==> src/verilog/usb_irq_defines.vh <==
// constants for the usb device interrupt register block
// assumes a 10 MHz bus clock and an 8-bit AXI4-Lite byte address
`ifndef USB_IRQ_DEFINES_VH
`define USB_IRQ_DEFINES_VH

`define ADDR_W              8
`define OFS_ENABLE_SET      8'h10
`define OFS_ENABLE_CLEAR    8'h14
`define OFS_ENABLE_STATE    8'h18
`define OFS_PENDING_STATE   8'h1c

`define NUM_ENDPOINTS       6
`define IRQ_W               14
`define BIT_SUSPEND         8
`define BIT_RESUME          9
`define BIT_FRAME_START     11
`define BIT_BUS_RESET_DONE  12
`define BIT_WAKEUP          13

// mask bits that software may set or clear; bit 12 is fixed at one
`define MASK_WRITABLE       14'h2b3f
`define MASK_RESET          14'h0200
`define MASK_FORCED         14'h1000
// status bits held sticky in this block, cleared by a status read
`define EVENT_BITS          14'h3b00

`define AXI_OKAY            2'h0
`define AXI_SLVERR          2'h2

`define CLK_KHZ             10000
`define SUSPEND_TIME_US     3000
`define SUSPEND_CYCLES      ((`SUSPEND_TIME_US * `CLK_KHZ) / 1000)
`define IDLE_CNT_W          16

`endif
==> src/verilog/axi_lite_slave.v <==
// AXI4-Lite slave front end: one write and one read outstanding
// the register core decodes the held address in the same cycle
`timescale 1ns/1ps
`include "usb_irq_defines.vh"

module axi_lite_slave (
    input  wire                clk,
    input  wire                rst_b,
    input  wire [`ADDR_W-1:0]  s_axi_awaddr,
    input  wire                s_axi_awvalid,
    output reg                 s_axi_awready,
    input  wire [31:0]         s_axi_wdata,
    input  wire [3:0]          s_axi_wstrb,
    input  wire                s_axi_wvalid,
    output reg                 s_axi_wready,
    output reg  [1:0]          s_axi_bresp,
    output reg                 s_axi_bvalid,
    input  wire                s_axi_bready,
    input  wire [`ADDR_W-1:0]  s_axi_araddr,
    input  wire                s_axi_arvalid,
    output reg                 s_axi_arready,
    output reg  [31:0]         s_axi_rdata,
    output reg  [1:0]          s_axi_rresp,
    output reg                 s_axi_rvalid,
    input  wire                s_axi_rready,
    output wire                wr_en,
    output reg  [`ADDR_W-1:0]  wr_addr,
    output reg  [31:0]         wr_data,
    output reg  [3:0]          wr_strb,
    input  wire                wr_ok,
    output wire                rd_en,
    output reg  [`ADDR_W-1:0]  rd_addr,
    input  wire [31:0]         rd_data,
    input  wire                rd_ok
);

    // ready low means the channel holds its item
    assign wr_en = ~s_axi_awready & ~s_axi_wready & ~s_axi_bvalid;
    assign rd_en = ~s_axi_arready & ~s_axi_rvalid;

    always @(posedge clk or negedge rst_b) begin
        if (!rst_b) begin
            s_axi_awready <= 1'b1;
            s_axi_wready  <= 1'b1;
            s_axi_bvalid  <= 1'b0;
            s_axi_bresp   <= `AXI_OKAY;
            wr_addr       <= {`ADDR_W{1'b0}};
            wr_data       <= 32'h0000_0000;
            wr_strb       <= 4'h0;
        end else begin
            if (s_axi_awvalid && s_axi_awready) begin
                wr_addr       <= s_axi_awaddr;
                s_axi_awready <= 1'b0;
            end
            if (s_axi_wvalid && s_axi_wready) begin
                wr_data      <= s_axi_wdata;
                wr_strb      <= s_axi_wstrb;
                s_axi_wready <= 1'b0;
            end
            if (wr_en) begin
                s_axi_bvalid <= 1'b1;
                s_axi_bresp  <= wr_ok ? `AXI_OKAY : `AXI_SLVERR;
            end
            if (s_axi_bvalid && s_axi_bready) begin
                s_axi_bvalid  <= 1'b0;
                s_axi_awready <= 1'b1;
                s_axi_wready  <= 1'b1;
            end
        end
    end

    always @(posedge clk or negedge rst_b) begin
        if (!rst_b) begin
            s_axi_arready <= 1'b1;
            s_axi_rvalid  <= 1'b0;
            s_axi_rresp   <= `AXI_OKAY;
            s_axi_rdata   <= 32'h0000_0000;
            rd_addr       <= {`ADDR_W{1'b0}};
        end else begin
            if (s_axi_arvalid && s_axi_arready) begin
                rd_addr       <= s_axi_araddr;
                s_axi_arready <= 1'b0;
            end
            if (rd_en) begin
                s_axi_rvalid <= 1'b1;
                s_axi_rdata  <= rd_data;
                s_axi_rresp  <= rd_ok ? `AXI_OKAY : `AXI_SLVERR;
            end
            if (s_axi_rvalid && s_axi_rready) begin
                s_axi_rvalid  <= 1'b0;
                s_axi_arready <= 1'b1;
            end
        end
    end

endmodule

==> src/verilog/bus_idle_timer.v <==
// bus idle watchdog: flags suspend after a quiet spell
// activity input is already synchronised to clk
`timescale 1ns/1ps
`include "usb_irq_defines.vh"

module bus_idle_timer #(
    parameter [`IDLE_CNT_W-1:0] IDLE_CYCLES = `SUSPEND_CYCLES
) (
    input  wire  clk,
    input  wire  rst_b,
    input  wire  activity,
    output reg   suspend_pulse,
    output reg   suspended
);

    reg [`IDLE_CNT_W-1:0] idle_cnt;

    always @(posedge clk or negedge rst_b) begin
        if (!rst_b) begin
            idle_cnt      <= {`IDLE_CNT_W{1'b0}};
            suspend_pulse <= 1'b0;
            suspended     <= 1'b0;
        end else begin
            suspend_pulse <= 1'b0;
            if (activity) begin
                idle_cnt  <= {`IDLE_CNT_W{1'b0}};
                suspended <= 1'b0;
            end else if (!suspended) begin
                // one pulse per quiet spell, then hold until traffic
                if (idle_cnt == IDLE_CYCLES - 1'b1) begin
                    suspend_pulse <= 1'b1;
                    suspended     <= 1'b1;
                    idle_cnt      <= {`IDLE_CNT_W{1'b0}};
                end else begin
                    idle_cnt <= idle_cnt + 1'b1;
                end
            end
        end
    end

endmodule

==> src/verilog/usb_device_irq_regs.v <==
// interrupt enable, mask and status registers of a usb device port
// bus-side event lines are asynchronous; endpoint flags share clk
`timescale 1ns/1ps
`include "usb_irq_defines.vh"

// Operation
// - A one written to an endpoint bit of enable-set sets that mask bit.
// - Ones at bits 8, 9, 11, 13 of enable-set enable those events.
// - A one written to an endpoint bit of enable-clear clears that mask bit.
// - Ones at bits 8, 9, 11, 13 of enable-clear disable those events.
// - The mask register reads one for each enabled endpoint interrupt.
// - The mask register reads the enabled state of the four event bits.
// - Mask bit 12 always reads one and cannot be disabled.
// - The resume mask bit is enabled out of reset.
// - An endpoint status bit rises on any of its five endpoint flags.
// - An endpoint status bit holds until its flag is cleared, not on read.
// - Suspend status is set after 3 ms with no bus activity.
// - Resume status is set when a resume is seen on the bus.
// - Frame start status is set on every start-of-frame token.
// - Bus reset done status is set at reset end, readying endpoint 0.
// - Wakeup status is set on a host resume or reset and held.
module usb_device_irq_regs #(
    parameter [`IDLE_CNT_W-1:0] SUSPEND_CYCLES = `SUSPEND_CYCLES
) (
    input  wire                       clk,
    input  wire                       rst_b,
    input  wire [`ADDR_W-1:0]         s_axi_awaddr,
    input  wire                       s_axi_awvalid,
    output wire                       s_axi_awready,
    input  wire [31:0]                s_axi_wdata,
    input  wire [3:0]                 s_axi_wstrb,
    input  wire                       s_axi_wvalid,
    output wire                       s_axi_wready,
    output wire [1:0]                 s_axi_bresp,
    output wire                       s_axi_bvalid,
    input  wire                       s_axi_bready,
    input  wire [`ADDR_W-1:0]         s_axi_araddr,
    input  wire                       s_axi_arvalid,
    output wire                       s_axi_arready,
    output wire [31:0]                s_axi_rdata,
    output wire [1:0]                 s_axi_rresp,
    output wire                       s_axi_rvalid,
    input  wire                       s_axi_rready,
    input  wire [`NUM_ENDPOINTS-1:0]  setup_received_flag,
    input  wire [`NUM_ENDPOINTS-1:0]  bank0_received_flag,
    input  wire [`NUM_ENDPOINTS-1:0]  bank1_received_flag,
    input  wire [`NUM_ENDPOINTS-1:0]  transmit_done_flag,
    input  wire [`NUM_ENDPOINTS-1:0]  stall_sent_flag,
    input  wire                       usb_activity,
    input  wire                       usb_resume,
    input  wire                       usb_frame_start,
    input  wire                       usb_bus_reset,
    output reg                        irq,
    output wire                       suspended,
    output reg                        endpoint0_ready
);

    localparam NUM_PINS = 4;
    localparam PIN_ACT  = 0;
    localparam PIN_RSM  = 1;
    localparam PIN_SOF  = 2;
    localparam PIN_RST  = 3;

    wire                 wr_en;
    wire [`ADDR_W-1:0]   wr_addr;
    wire [31:0]          wr_data;
    wire [3:0]           wr_strb;
    wire                 rd_en;
    wire [`ADDR_W-1:0]   rd_addr;
    reg  [31:0]          rd_data;
    reg                  rd_ok;
    reg                  wr_ok;

    wire [NUM_PINS-1:0]  pin_in;
    reg  [NUM_PINS-1:0]  pin_meta;
    reg  [NUM_PINS-1:0]  pin_sync;
    reg  [NUM_PINS-1:0]  pin_prev;
    wire [NUM_PINS-1:0]  pin_rise;
    wire                 pin_reset_fall;

    wire                 suspend_pulse;
    wire [31:0]          lane_mask;
    wire [`IRQ_W-1:0]    wr_bits;
    wire                 wr_set;
    wire                 wr_clear;
    wire                 rd_status;

    reg  [`IRQ_W-1:0]    mask;
    reg  [`IRQ_W-1:0]    next_mask;
    reg  [`IRQ_W-1:0]    events;
    reg  [`IRQ_W-1:0]    next_events;
    reg  [`IRQ_W-1:0]    event_set;
    wire [`NUM_ENDPOINTS-1:0] ep_pending;
    wire [`IRQ_W-1:0]    mask_view;
    wire [`IRQ_W-1:0]    status_view;

    axi_lite_slave u_bus (
        .clk           (clk),
        .rst_b         (rst_b),
        .s_axi_awaddr  (s_axi_awaddr),
        .s_axi_awvalid (s_axi_awvalid),
        .s_axi_awready (s_axi_awready),
        .s_axi_wdata   (s_axi_wdata),
        .s_axi_wstrb   (s_axi_wstrb),
        .s_axi_wvalid  (s_axi_wvalid),
        .s_axi_wready  (s_axi_wready),
        .s_axi_bresp   (s_axi_bresp),
        .s_axi_bvalid  (s_axi_bvalid),
        .s_axi_bready  (s_axi_bready),
        .s_axi_araddr  (s_axi_araddr),
        .s_axi_arvalid (s_axi_arvalid),
        .s_axi_arready (s_axi_arready),
        .s_axi_rdata   (s_axi_rdata),
        .s_axi_rresp   (s_axi_rresp),
        .s_axi_rvalid  (s_axi_rvalid),
        .s_axi_rready  (s_axi_rready),
        .wr_en         (wr_en),
        .wr_addr       (wr_addr),
        .wr_data       (wr_data),
        .wr_strb       (wr_strb),
        .wr_ok         (wr_ok),
        .rd_en         (rd_en),
        .rd_addr       (rd_addr),
        .rd_data       (rd_data),
        .rd_ok         (rd_ok)
    );

    // bus-side lines come from the transceiver clock, so two stages each
    assign pin_in[PIN_ACT] = usb_activity;
    assign pin_in[PIN_RSM] = usb_resume;
    assign pin_in[PIN_SOF] = usb_frame_start;
    assign pin_in[PIN_RST] = usb_bus_reset;

    genvar p;
    generate
        for (p = 0; p < NUM_PINS; p = p + 1) begin : g_sync
            always @(posedge clk or negedge rst_b) begin
                if (!rst_b) begin
                    pin_meta[p] <= 1'b0;
                    pin_sync[p] <= 1'b0;
                    pin_prev[p] <= 1'b0;
                end else begin
                    pin_meta[p] <= pin_in[p];
                    pin_sync[p] <= pin_meta[p];
                    pin_prev[p] <= pin_sync[p];
                end
            end
            assign pin_rise[p] = pin_sync[p] & ~pin_prev[p];
        end
    endgenerate

    assign pin_reset_fall = pin_prev[PIN_RST] & ~pin_sync[PIN_RST];

    // a bus reset also counts as traffic for the idle watch
    bus_idle_timer #(
        .IDLE_CYCLES (SUSPEND_CYCLES)
    ) u_idle (
        .clk           (clk),
        .rst_b         (rst_b),
        .activity      (pin_sync[PIN_ACT] | pin_sync[PIN_RST]),
        .suspend_pulse (suspend_pulse),
        .suspended     (suspended)
    );

    // endpoint status follows the flags; clearing is done on the flags
    genvar e;
    generate
        for (e = 0; e < `NUM_ENDPOINTS; e = e + 1) begin : g_ep
            assign ep_pending[e] = setup_received_flag[e]
                                 | bank0_received_flag[e]
                                 | bank1_received_flag[e]
                                 | transmit_done_flag[e]
                                 | stall_sent_flag[e];
        end
    endgenerate

    // byte enables gate which bits a write may touch
    assign lane_mask = {{8{wr_strb[3]}}, {8{wr_strb[2]}},
                        {8{wr_strb[1]}}, {8{wr_strb[0]}}};
    assign wr_bits   = wr_data[`IRQ_W-1:0] & lane_mask[`IRQ_W-1:0]
                     & `MASK_WRITABLE;
    assign wr_set    = wr_en & (wr_addr == `OFS_ENABLE_SET);
    assign wr_clear  = wr_en & (wr_addr == `OFS_ENABLE_CLEAR);
    assign rd_status = rd_en & (rd_addr == `OFS_PENDING_STATE);

    always @* begin
        next_mask = mask;
        if (wr_set) begin
            next_mask = mask | wr_bits;
        end
        if (wr_clear) begin
            next_mask = mask & ~wr_bits;
        end
    end

    always @* begin
        event_set = {`IRQ_W{1'b0}};
        event_set[`BIT_SUSPEND]        = suspend_pulse;
        event_set[`BIT_RESUME]         = pin_rise[PIN_RSM];
        event_set[`BIT_FRAME_START]    = pin_rise[PIN_SOF];
        event_set[`BIT_BUS_RESET_DONE] = pin_reset_fall;
        event_set[`BIT_WAKEUP]         = pin_rise[PIN_RSM]
                                       | pin_rise[PIN_RST];
    end

    // a status read clears the sticky events, but a same-cycle event survives
    always @* begin
        next_events = events;
        if (rd_status) begin
            next_events = {`IRQ_W{1'b0}};
        end
        next_events = (next_events | event_set) & `EVENT_BITS;
    end

    always @(posedge clk or negedge rst_b) begin
        if (!rst_b) begin
            mask   <= `MASK_RESET;
            events <= {`IRQ_W{1'b0}};
        end else begin
            mask   <= next_mask;
            events <= next_events;
        end
    end

    assign mask_view   = (mask & `MASK_WRITABLE) | `MASK_FORCED;
    assign status_view = events
                       | {{(`IRQ_W-`NUM_ENDPOINTS){1'b0}}, ep_pending};

    // registered, so the line lags a status change by one cycle
    always @(posedge clk or negedge rst_b) begin
        if (!rst_b) begin
            irq <= 1'b0;
        end else begin
            irq <= |(status_view & mask_view);
        end
    end

    // endpoint 0 is held off while the bus is in reset
    always @(posedge clk or negedge rst_b) begin
        if (!rst_b) begin
            endpoint0_ready <= 1'b0;
        end else if (pin_sync[PIN_RST]) begin
            endpoint0_ready <= 1'b0;
        end else if (pin_reset_fall) begin
            endpoint0_ready <= 1'b1;
        end
    end

    always @* begin
        rd_data = 32'h0000_0000;
        rd_ok   = 1'b1;
        case (rd_addr)
            `OFS_ENABLE_SET: begin
                rd_data = 32'h0000_0000;
            end
            `OFS_ENABLE_CLEAR: begin
                rd_data = 32'h0000_0000;
            end
            `OFS_ENABLE_STATE: begin
                rd_data = {{(32-`IRQ_W){1'b0}}, mask_view};
            end
            `OFS_PENDING_STATE: begin
                rd_data = {{(32-`IRQ_W){1'b0}}, status_view};
            end
            default: begin
                rd_ok = 1'b0;
            end
        endcase
    end

    // read-only words accept and drop writes; unmapped ones error
    always @* begin
        case (wr_addr)
            `OFS_ENABLE_SET:    wr_ok = 1'b1;
            `OFS_ENABLE_CLEAR:  wr_ok = 1'b1;
            `OFS_ENABLE_STATE:  wr_ok = 1'b1;
            `OFS_PENDING_STATE: wr_ok = 1'b1;
            default:            wr_ok = 1'b0;
        endcase
    end

endmodule

==> config.mk <==
export PLATFORM = sky130hd
export DESIGN_NAME = usb_device_irq_regs
export DESIGN_NICKNAME = d
export VERILOG_FILES = /design/src/verilog/axi_lite_slave.v /design/src/verilog/bus_idle_timer.v /design/src/verilog/usb_device_irq_regs.v
export VERILOG_INCLUDE_DIRS = /design/src /design/src/verilog
export SDC_FILE = /design/constraint.sdc
export NUM_CORES = 1
export LEC_CHECK = 0
export BUFFER_PORTS_ARGS = -buffer_cell sky130_fd_sc_hd__buf_2
export CAP_MARGIN = 0
export CORE_MARGIN = 2
export CORE_UTILIZATION = 54
export CTS_CLUSTER_DIAMETER = 30
export CTS_CLUSTER_SIZE = 24
export DETAILED_ROUTE_END_ITERATION = 12
export GPL_TIMING_DRIVEN = 0
export HOLD_SLACK_MARGIN = 0.06
export PLACE_DENSITY = 0.82
export SLEW_MARGIN = 20
export SYNTH_ARGS = -nofsm -noshare
export SYNTH_HDL_FRONTEND = slang
export SYNTH_SLANG_ARGS = --single-unit
==> constraint.sdc <==
create_clock -name clk -period 3.3 [get_ports clk]
set_input_delay 0.33 -clock clk [delete_from_list [all_inputs] [get_ports clk]]
set_output_delay 0.33 -clock clk [all_outputs]
set_load 0.02 [all_outputs]
==> results of run 1 <==
[worst paths after layout]
kind | start | endpoint | slack [ps]
worst min register to register | pin_meta[3]$_DFF_PN0_ | pin_sync[3]$_DFF_PN0_ | 350
worst min-delay path | usb_resume | pin_meta[1]$_DFF_PN0_ | 80
worst max register to register | u_idle.idle_cnt[9]$_DFFE_PN0P_ | u_idle.idle_cnt[15]$_DFFE_PN0P_ | 1070
worst max-delay path | u_idle.idle_cnt[9]$_DFFE_PN0P_ | u_idle.idle_cnt[15]$_DFFE_PN0P_ | 1070
max in group asynchronous | rst_b | async pin | 2120
min in group asynchronous | rst_b | u_bus.rd_addr[1]$_DFFE_PN0P_ | 490
[where the power goes]
group	internal [W]	switching, W	total, W
Sequential	0.00137	0.000146	0.00152
Clock	0.000350	0.000388	0.000739
Combinational	0.000321	0.000345	0.000666
[logic make-up after synthesis]
family,synth area share (%)
flops,56.5
buf+inv,7.02
other cells,0.0919
simple gates,15.0
compound gates,10.1
fa+ha+maj,0.307
mux,10.7
xor+xnor,0.215
[timing repair]
item	in CTS	in global routing
setup endpoints to repair	0	0
endpoints found under the hold margin	36	3
hold buffers	1	3
[per-layer routing]
layer | wire (microns) | track usage (%) | share of wire (%) | up-vias
li1 | - | - | - | 1497
met4 | 114 | 7.07 | 1.4 | 0
met3 | 566 | 5.98 | 6.7 | 13
met5 | 0 | 0 | 0 | -
met1 | 3590 | 27.8 | 43 | 1442
met2 | 4170 | 35.2 | 49 | 107
[placed cells by master, fill, tap and decap left out, types with 11 or more instances in the layout]
| cell | n |
|---|---|
| dfrtp_1 | 88 |
| buf_2 | 89 |
| o21ai_0 | 25 |
| inv_1 | 18 |
| nor2_1 | 18 |
| mux2i_1 | 11 |
| nand2_1 | 34 |
| buf_4 | 25 |
| conb_1 | 23 |
| mux2_2 | 29 |
[per-stage QoR]
step                area [sq um]  util, %
floorplan                   4160        -
global placement            4730     64.9
detailed placement          4760     65.3
CTS                         4960     68.1
global route                5000     68.6
finish                      5000     68.6
[area by class of cell]
cell class                      instances  area (sq um)  area share, %
Clock inverter                          6          63.8           1.28
Sequential cell                        92          2310           46.1
Inverter                               18          67.6           1.35
Timing Repair Buffer                   94           515           10.3
Buffer                                 31           219           4.38
Tap cell                               99           124           2.48
Multi-Input combinational cell        244          1580           31.5
Clock buffer                           10           128           2.55
==> results.txt, run 1 <==
----------------------------------------------------
[Drt]
  Final Routed Wirelength ... 8440 microns
  Overall via count from detail_route ... 3059
  Antenna Nets Post-Route ... 0
  Violation count after the first detailed-routing iteration ... 206
  Number of vias per cell ... 5.15
  DRC violations left ... 0
  Detailed-route wire length per cell ... 14.2 microns
  First-pass DRT Iterations ... 4

[Global routing]
  Largest net degree at the start of global routing ... 54
  Via count of the first global-routing pass ... 3176
  Global-route wire length before repair ... 14300 microns
  Remaining Overflow, GRT ... 0
  Number of antenna violations at the first check in global routing ... 0
  Gr usage total ... 21.5%

[Placed design]
  Estimated wirelength of the detail-placed design ... 6260 microns
  Placed cell count ... 574
  Port Buffers ... 89
  Final Wtd Congestion ... 0.901
  Post-placement worst setup slack ... 1040 ps

[Worst setup path]
  Crit path required time ... 3550 ps
  Largest stage delay, worst path ... 570 ps
  Worst endpoint data arrival time ... 2480 ps
  Sort of element at the end of the critical path ... register
  Worst Reg-to-Reg Cells ... 6
  Crit path cell chain ... or4b_4, nor4_4, or2_4, buf_8, o21ai_2, a22o_1
  Slowest CP cell ... or4b_4
  Critical Path Fanout Max ... 10
  Startpoint type of the worst setup path ... register
  Largest delay contributor family on the critical path ... simple AND/OR/NAND/NOR gates
  Category of the most critical setup path ... reg2reg
  Number of logic stages on the critical path including buffering ... 6
  Buffering stage count on the worst path with inverters included ... 1

[Synthesis]
  Post-synthesis sequential element count ... 92
  Biggest area contributors in the synthesized netlist ... dfrtp_1, mux2_2, buf_4
  Dominant register cell in the synthesized netlist ... dfrtp_1
  Sequential area share after synthesis ... 56.5%
  Fraction of synthesized cell area taken by the top area cell type ... 54.0%
  Cell type with the highest aggregate area in the netlist ... dfrtp_1
  Unique cell type count in the Yosys netlist ... 48
  Async S/R FF share, synth ... 100%
  Post-synth design cell area ... 0.00408 sq mm
  Synth Warn # ... 0
  Count of flip-flops with a built-in enable after synthesis ... 0
  Most common cell in the netlist ... dfrtp_1
  Gate count after technology mapping ... 363
  Post-synth top cells ... dfrtp_1, nand2_1, mux2_2, o21ai_0, buf_4
  Syn_area_per_cell ... 11.2 sq um

[STA]
  Pins over their slew limit ... 0
  Post-route worst setup slack ... 1070 ps
  Final worst path period share ... 67.5%
  Period minus WS final ... 2230 ps
  Total negative setup slack ... 0 ps
  RSZ-0062 raised after global routing ... no
  Final number of setup-violating endpoints ... 0
  Max-slew headroom at the worst pin ... 36.5%
  Final hold violation count ... 0
  Transition time at the pin with the least slew margin ... 940 ps
  Achievable frequency ... 0.449 GHz
  Clock tree skew after final layout ... 7.57 ps
  Worst hold slack after final layout ... 83.9 ps

[Power and ir drop]
  Worst ir drop on vdd ... 0.000340 V
  P per Cell Area ... 585 mW/mm^2
  LEAKAGE ... 2.46 nW
  Tot Pwr ... 0.00293 W

[CTS]
  Clock transition at the register clock pins on the worst setup and hold paths after CTS ... 90 ps
  Number of gates given a new drive strength after cts ... 0
  Number of buffers added by the clock tree synthesis step ... 9
  Clock tree buffer depth ... 2
  Clock tree from TritonCTS ... yes
  Root Buffer Master ... clkbuf_8
  Number of setup buffers added after CTS ... 0
  CTS sink cnt ... 92
  Source-to-sink clock delay at the later pin of the worst-skew pair ... 360 ps
  H-Tree Level Count ... 3

[Die]
  Die height ... 90.9 microns
  Area enclosed by the die boundary ... 0.00827 sq mm
  X dimension of the die ... 90.9 microns
  I/O pin count ... 137
  Core Rows ... 31
  Starting utilization of the core area ... 56.0%
  Area of the core ... 0.00729 sq mm

[Finish]
  Final Instance Count excl. Fillers ... 594
  Number of diodes added for antenna fixing ... 0
  Post-layout nets ... 584
  Area Growth Syn to Fin ... 22.5%
  Share of post-route cells with drive strength above 1 ... 35.6%
  Fillcell total ... 584

[Min path]
  Number of cells on the worst hold path ... 1
  Class of the most critical hold timing path ... in2reg

[Job]
  Max-Cap Viols ... 0

[Run status]
  Status ... complete, no violations

----------------------------------------------------
Note: power is estimated with default switching activity, not from simulation.
==> run 2, diff against run 1 <==
Settings changed: CORE_UTILIZATION 54 to 45, PLACE_DENSITY 0.82 to 0.72.
Clock period 3.3 ns to 1.83 ns, I/O delays scaled along.
==> run 2 against run 1 <==
Effect of this change:
- the flow now finishes with violations (setup timing)
- sequential power up 83%
- setup slack worse by 1200 ps
- critical path depth unchanged
- fmax up 11%
- die area up 19%
- critical endpoint is now u_idle.idle_cnt[3]$_DFFE_PN0P_
- largest power group unchanged
==> results.txt, run 2 (synthesis results as in run 1) <==
----------------------------------------------------
[CTS]
  Clock tree buffer depth ... 2
  Root Buffer Master ... clkbuf_8
  Clock tree from TritonCTS ... yes
  Number of buffers added by the clock tree synthesis step ... 9
  CTS sink cnt ... 92
  H-Tree Level Count ... 3
  Source-to-sink clock delay at the later pin of the worst-skew pair ... 360 ps
  Clock transition at the register clock pins on the worst setup and hold paths after CTS ... 100 ps

[Worst setup path]
  Sort of element at the end of the critical path ... register
  Crit path required time ... 2080 ps
  Worst setup slack for register-to-register paths ... -180 ps
  Critical Path Fanout Max ... 5
  Worst Reg-to-Reg Cells ... 6
  Worst endpoint data arrival time ... 2260 ps
  End of the worst register-to-register path ... u_idle.idle_cnt[3]$_DFFE_PN0P_
  Start of the worst register-to-register path ... u_idle.idle_cnt[9]$_DFFE_PN0P_
  Startpoint type of the worst setup path ... register
  Category of the most critical setup path ... reg2reg

[STA]
  Period minus WS final ... 2010 ps
  Post-route worst setup slack ... -176 ps
  Final number of setup-violating endpoints ... 15
  Achievable frequency ... 0.499 GHz
  Final hold violation count ... 0
  Final worst path period share ... 110%
  Pins over their slew limit ... 0
  Clock tree skew after final layout ... 15.9 ps
  Max-slew headroom at the worst pin ... 61.0%
  RSZ-0062 raised after global routing ... yes
  Transition time at the pin with the least slew margin ... 585 ps

[Run status]
  Status ... finished with violations
  Failing checks ... setup timing

[Min path]
  Startpoint of the tightest hold check path ... s_axi_awaddr[1]
  Hold Path End ... u_bus.wr_addr[1]$_DFFE_PN0P_
  Number of cells on the worst hold path ... 2
  Class of the most critical hold timing path ... in2reg

[Placed design]
  Final Wtd Congestion ... 0.809
  Post-place instance area ... 0.00481 sq mm
  Placed cell count ... 583
  Port Buffers ... 89
  Estimated wirelength of the detail-placed design ... 6200 microns

[Drt]
  Violation count after the first detailed-routing iteration ... 94
  First-pass DRT Iterations ... 5
  Final Routed Wirelength ... 10100 microns
  DRC violations left ... 0
  Detailed-route wire length per cell ... 15.5 microns
  Number of vias per cell ... 5.18
  Antenna Nets Post-Route ... 0
  Overall via count from detail_route ... 3376

[Die]
  Starting utilization of the core area ... 46.6%
  Area enclosed by the die boundary ... 0.00985 sq mm
  Die height ... 99.2 microns
  Core Rows ... 34
  Area of the core ... 0.00876 sq mm
  I/O pin count ... 137
  X dimension of the die ... 99.2 microns

[Global routing]
  Number of antenna violations at the first check in global routing ... 0
  Largest net degree at the start of global routing ... 56
  Via count of the first global-routing pass ... 3500
  Global-route wire length before repair ... 16200 microns
  Remaining Overflow, GRT ... 0
  Gr usage total ... 20.4%

[Finish]
  Area Growth Syn to Fin ... 41.6%
  Post-Route Utilization ... 66.0%
  Post-layout nets ... 633
  Final non-filler cell area ... 0.00578 sq mm
  Number of diodes added for antenna fixing ... 0
  Leading cell type in the layout, fill and taps excluded ... buf_2
  Share of post-route cells with drive strength above 1 ... 42.8%
  Most frequent cells in the layout ... buf_2, dfrtp_1, buf_4, dlygate4sd3_1
  Final Instance Count excl. Fillers ... 652

[Power and ir drop]
  P per Cell Area ... 947 mW/mm^2
  Worst ir drop on vdd ... 0.000444 V
  LEAKAGE ... 2.77 nW

[Job]
  Max-Cap Viols ... 0

----------------------------------------------------
==> run 2: changes by cell type in the layout (fill, tap and decap cells not counted), moves of 6 or more <==
| cell | delta |
|---|---|
| buf_4 | +10 |
| buf_6 | +7 |
| dlygate4sd3_1 | +31 |
| o21ai_0 | -12 |
| o21ai_1 | +7 |
| o31ai_1 | -6 |
==> run 2: worst max-delay path, cell delays in order, from the launching register on <==
cell and delay [ps]:
dfrtp_2 420, or4b_4 540, nor4_4 310, or2_4 240, buf_8 150, o21ai_2 50
a22o_1 200
==> run 2: through the flow <==
step / setup TNS (ps) / worst slack [ps] / hold WS [ps] / power, W
after global placement: -26610 / -405 / 292 / 0.00392
after detailed placement: -6970 / -403 / 188 / 0.00399
after floorplan: -581 / -108 / -113 / 0.00359
final: -1610 / -176 / 65.7 / 0.00547
after global routing: -2320 / -192 / 74.1 / 0.00578
after CTS: -880 / -137 / 61.9 / 0.00543
==> run 2: how the worst max path moves through the flow <==
stage / start / slack (ps) / to
2_1_floorplan: u_idle.idle_cnt[15]$_DFFE_PN0P_ / -110 / u_idle.idle_cnt[15]$_DFFE_PN0P_
3_3_place_gp: u_bus.wr_addr[5]$_DFFE_PN0P_ / -400 / register
3_5_place_dp: u_bus.wr_addr[5]$_DFFE_PN0P_ / -400 / register
4_1_cts: u_idle.idle_cnt[7]$_DFFE_PN0P_ / -140 / u_idle.idle_cnt[15]$_DFFE_PN0P_
5_1_grt: u_idle.idle_cnt[9]$_DFFE_PN0P_ / -190 / u_idle.idle_cnt[3]$_DFFE_PN0P_
6_report: u_idle.idle_cnt[9]$_DFFE_PN0P_ / -180 / u_idle.idle_cnt[3]$_DFFE_PN0P_
==> run 2: where the power goes <==
part           internal, W  switching (W)
sequential         0.00248       0.000304
combinational     0.000674       0.000708
clock             0.000518       0.000789
==> run 2: layer usage <==
metal | track usage [%] | part of all wire, % | vias up
met5 | 0 | 0 | -
met4 | 7.06 | 1.6 | 0
met3 | 3.44 | 5.7 | 17
met2 | 35.9 | 51 | 111
met1 | 25.5 | 42 | 1637
li1 | - | - | 1611
==> run 2: final cells by class <==
type                       count  area [sq um]
buffer                        31           240
clock buffer                   9           124
clock inverter                 7          60.1
fill                         661          2980
inverter                      18          67.6
multi-input combinational    244          1830
sequential                    92          2310
tap                          108           135
timing repair buffer         143          1020
==> run 2: repair_timing <==
item,CTS,global route
cloned,2,1
setup endpoints to repair,40,41
hold endpoints to repair,65,1
buffers inserted,12,3
hold buffers,34,1
pin swaps,20,21
gates resized for setup,37,31
==> run 3, diff against run 2 <==
Settings changed: GPL_TIMING_DRIVEN 0 to not set.
==> run 3 against run 2 <==
Effect of this change:
- die area unchanged
- the flow still finishes with violations (setup timing)
- power shrank 0.62%
- highest routed layer unchanged
- clock power increased by 7%
- largest cell class unchanged
- critical path type unchanged
==> results.txt, run 3 (synthesis results as in run 1) <==
----------------------------------------------------
[Worst setup path]
  Crit path required time ... 2080 ps
  Start of the worst register-to-register path ... u_idle.idle_cnt[6]$_DFFE_PN0P_
  Critical path origin ... u_idle.idle_cnt[6]$_DFFE_PN0P_
  Largest stage delay, worst path ... 560 ps
  Sort of element at the end of the critical path ... register
  Slowest CP cell ... or4b_4
  Critical Path Fanout Max ... 6
  End of the worst register-to-register path ... u_idle.idle_cnt[13]$_DFFE_PN0P_
  Worst setup slack for register-to-register paths ... -160 ps
  Worst Reg-to-Reg Cells ... 6
  Worst endpoint data arrival time ... 2240 ps
  Crit path cell chain ... or4b_4, nor4_4, buf_4, or2_4, o21ai_1, a22o_1
  Category of the most critical setup path ... reg2reg
  Startpoint type of the worst setup path ... register

[CTS]
  Clock transition at the register clock pins on the worst setup and hold paths after CTS ... 90 ps
  Clock tree buffer depth ... 2
  Root Buffer Master ... clkbuf_8
  Number of buffers added by the clock tree synthesis step ... 9
  Source-to-sink clock delay at the later pin of the worst-skew pair ... 360 ps
  CTS sink cnt ... 92
  H-Tree Level Count ... 3
  Clock tree from TritonCTS ... yes

[Finish]
  Share of post-route cells with drive strength above 1 ... 39.1%
  Area Growth Syn to Fin ... 35.5%
  Final non-filler cell area ... 0.00553 sq mm
  Post-layout nets ... 618
  Number of diodes added for antenna fixing ... 0
  Most frequent cells in the layout ... dfrtp_1, buf_2, dlygate4sd3_1, nand2_1, mux2_2
  Post-Route Utilization ... 63.1%

[Drt]
  Violation count after the first detailed-routing iteration ... 195
  Overall via count from detail_route ... 3371
  Antenna Nets Post-Route ... 0
  Number of vias per cell ... 5.29
  First-pass DRT Iterations ... 4
  Detailed-route wire length per cell ... 15.5 microns
  Final Routed Wirelength ... 9850 microns
  DRC violations left ... 0

[STA]
  Achievable frequency ... 0.502 GHz
  Final number of setup-violating endpoints ... 13
  Max-slew headroom at the worst pin ... 66.2%
  Period minus WS final ... 1990 ps
  Final hold violation count ... 0
  Final worst path period share ... 109%
  Transition time at the pin with the least slew margin ... 506 ps
  RSZ-0062 raised after global routing ... yes
  Pins over their slew limit ... 0
  Clock tree skew after final layout ... 13.0 ps
  Worst hold slack after final layout ... 76.6 ps
  Post-route worst setup slack ... -164 ps
  Total negative setup slack ... -1370 ps

[Die]
  Die height ... 99.2 microns
  Starting utilization of the core area ... 46.6%
  Area enclosed by the die boundary ... 0.00985 sq mm
  Core Rows ... 34
  I/O pin count ... 137
  Area of the core ... 0.00876 sq mm
  X dimension of the die ... 99.2 microns

[Global routing]
  Remaining Overflow, GRT ... 0
  Largest net degree at the start of global routing ... 65
  Number of antenna violations at the first check in global routing ... 0
  Gr usage total ... 20.2%
  Global-route wire length before repair ... 15900 microns
  Via count of the first global-routing pass ... 3357

[Run status]
  Status ... finished with violations
  Failing checks ... setup timing

[Min path]
  Hold Path End ... u_bus.s_axi_arready$_DFFE_PN1P_
  Startpoint of the tightest hold check path ... s_axi_rready
  Class of the most critical hold timing path ... in2reg
  Number of cells on the worst hold path ... 3

[Power and ir drop]
  Worst ir drop on vdd ... 0.000531 V
  LEAKAGE ... 2.65 nW
  P per Cell Area ... 983 mW/mm^2

[Placed design]
  Estimated wirelength of the detail-placed design ... 6340 microns
  Post-placement worst setup slack ... -165 ps
  Port Buffers ... 89
  Post-place instance area ... 0.00477 sq mm
  Final Wtd Congestion ... 0.864

[Job]
  Max-Cap Viols ... 0

----------------------------------------------------
## run 3: worst max path at each step
stage | to | slack (ps) | cells past startpoint
after floorplan | u_idle.idle_cnt[15]$_DFFE_PN0P_ | -110 | 6
after global placement | u_idle.idle_cnt[13]$_DFFE_PN0P_ | -110 | 5
after detailed placement | u_idle.idle_cnt[13]$_DFFE_PN0P_ | -170 | 5
after CTS | u_idle.idle_cnt[13]$_DFFE_PN0P_ | -120 | 6
after global routing | u_idle.idle_cnt[12]$_DFFE_PN0P_ | -190 | 7
final | u_idle.idle_cnt[13]$_DFFE_PN0P_ | -160 | 6
## run 3: worst max-delay path, delay by kind of cell (launching register included)
kind | cells | cell delay (ps)
AOI/OAI and AO/OA | 2 | 300
buffers and inverters | 1 | 200
DFF | 1 | 390
and+or+nand+nor | 3 | 1010
## run 3: what timing repair did
action / CTS / global route
pin swaps: 14 / 8
hold buffers: 36 / 0
hold endpoints to repair: 63 / 0
gates resized for setup: 16 / 19
gates cloned: 2 / 0
setup buffers: 4 / 1
endpoints found under the setup margin: 24 / 39
## run 3: final cells by class
cell class	instances	area [sq um]
clock inverter	5	60.1
multi-input combinational	246	1740
sequential	92	2310
clock buffer	11	141
tap	108	135
fill	696	3230
inverter	18	67.6
timing repair buffer	157	1080
## run 3: power breakdown
part	internal (W)	leakage (nW)	total (W)	switching, W
sequential	0.00248	1.14	0.00280	0.000319
combinational	0.000612	1.41	0.00124	0.000624
clock	0.000678	0.100	0.00140	0.000727
## run 3: per-layer routing
| layer | vias up | share of wire (%) | global-route usage, % |
|---|---|---|---|
| li1 | 1568 | - | - |
| met3 | 21 | 5.6 | 3.51 |
| met4 | 0 | 2.0 | 7.48 |
| met5 | - | 0 | 0 |
| met1 | 1660 | 42 | 25.5 |
| met2 | 122 | 51 | 34.9 |
## run 3: per-stage QoR
step,std cells,power [W]
2_1_floorplan,385,0.00359
3_3_place_gp,578,0.00388
3_5_place_dp,578,0.00396
4_1_cts,636,0.00546
5_1_grt,637,0.00575
6_report,637,0.00544
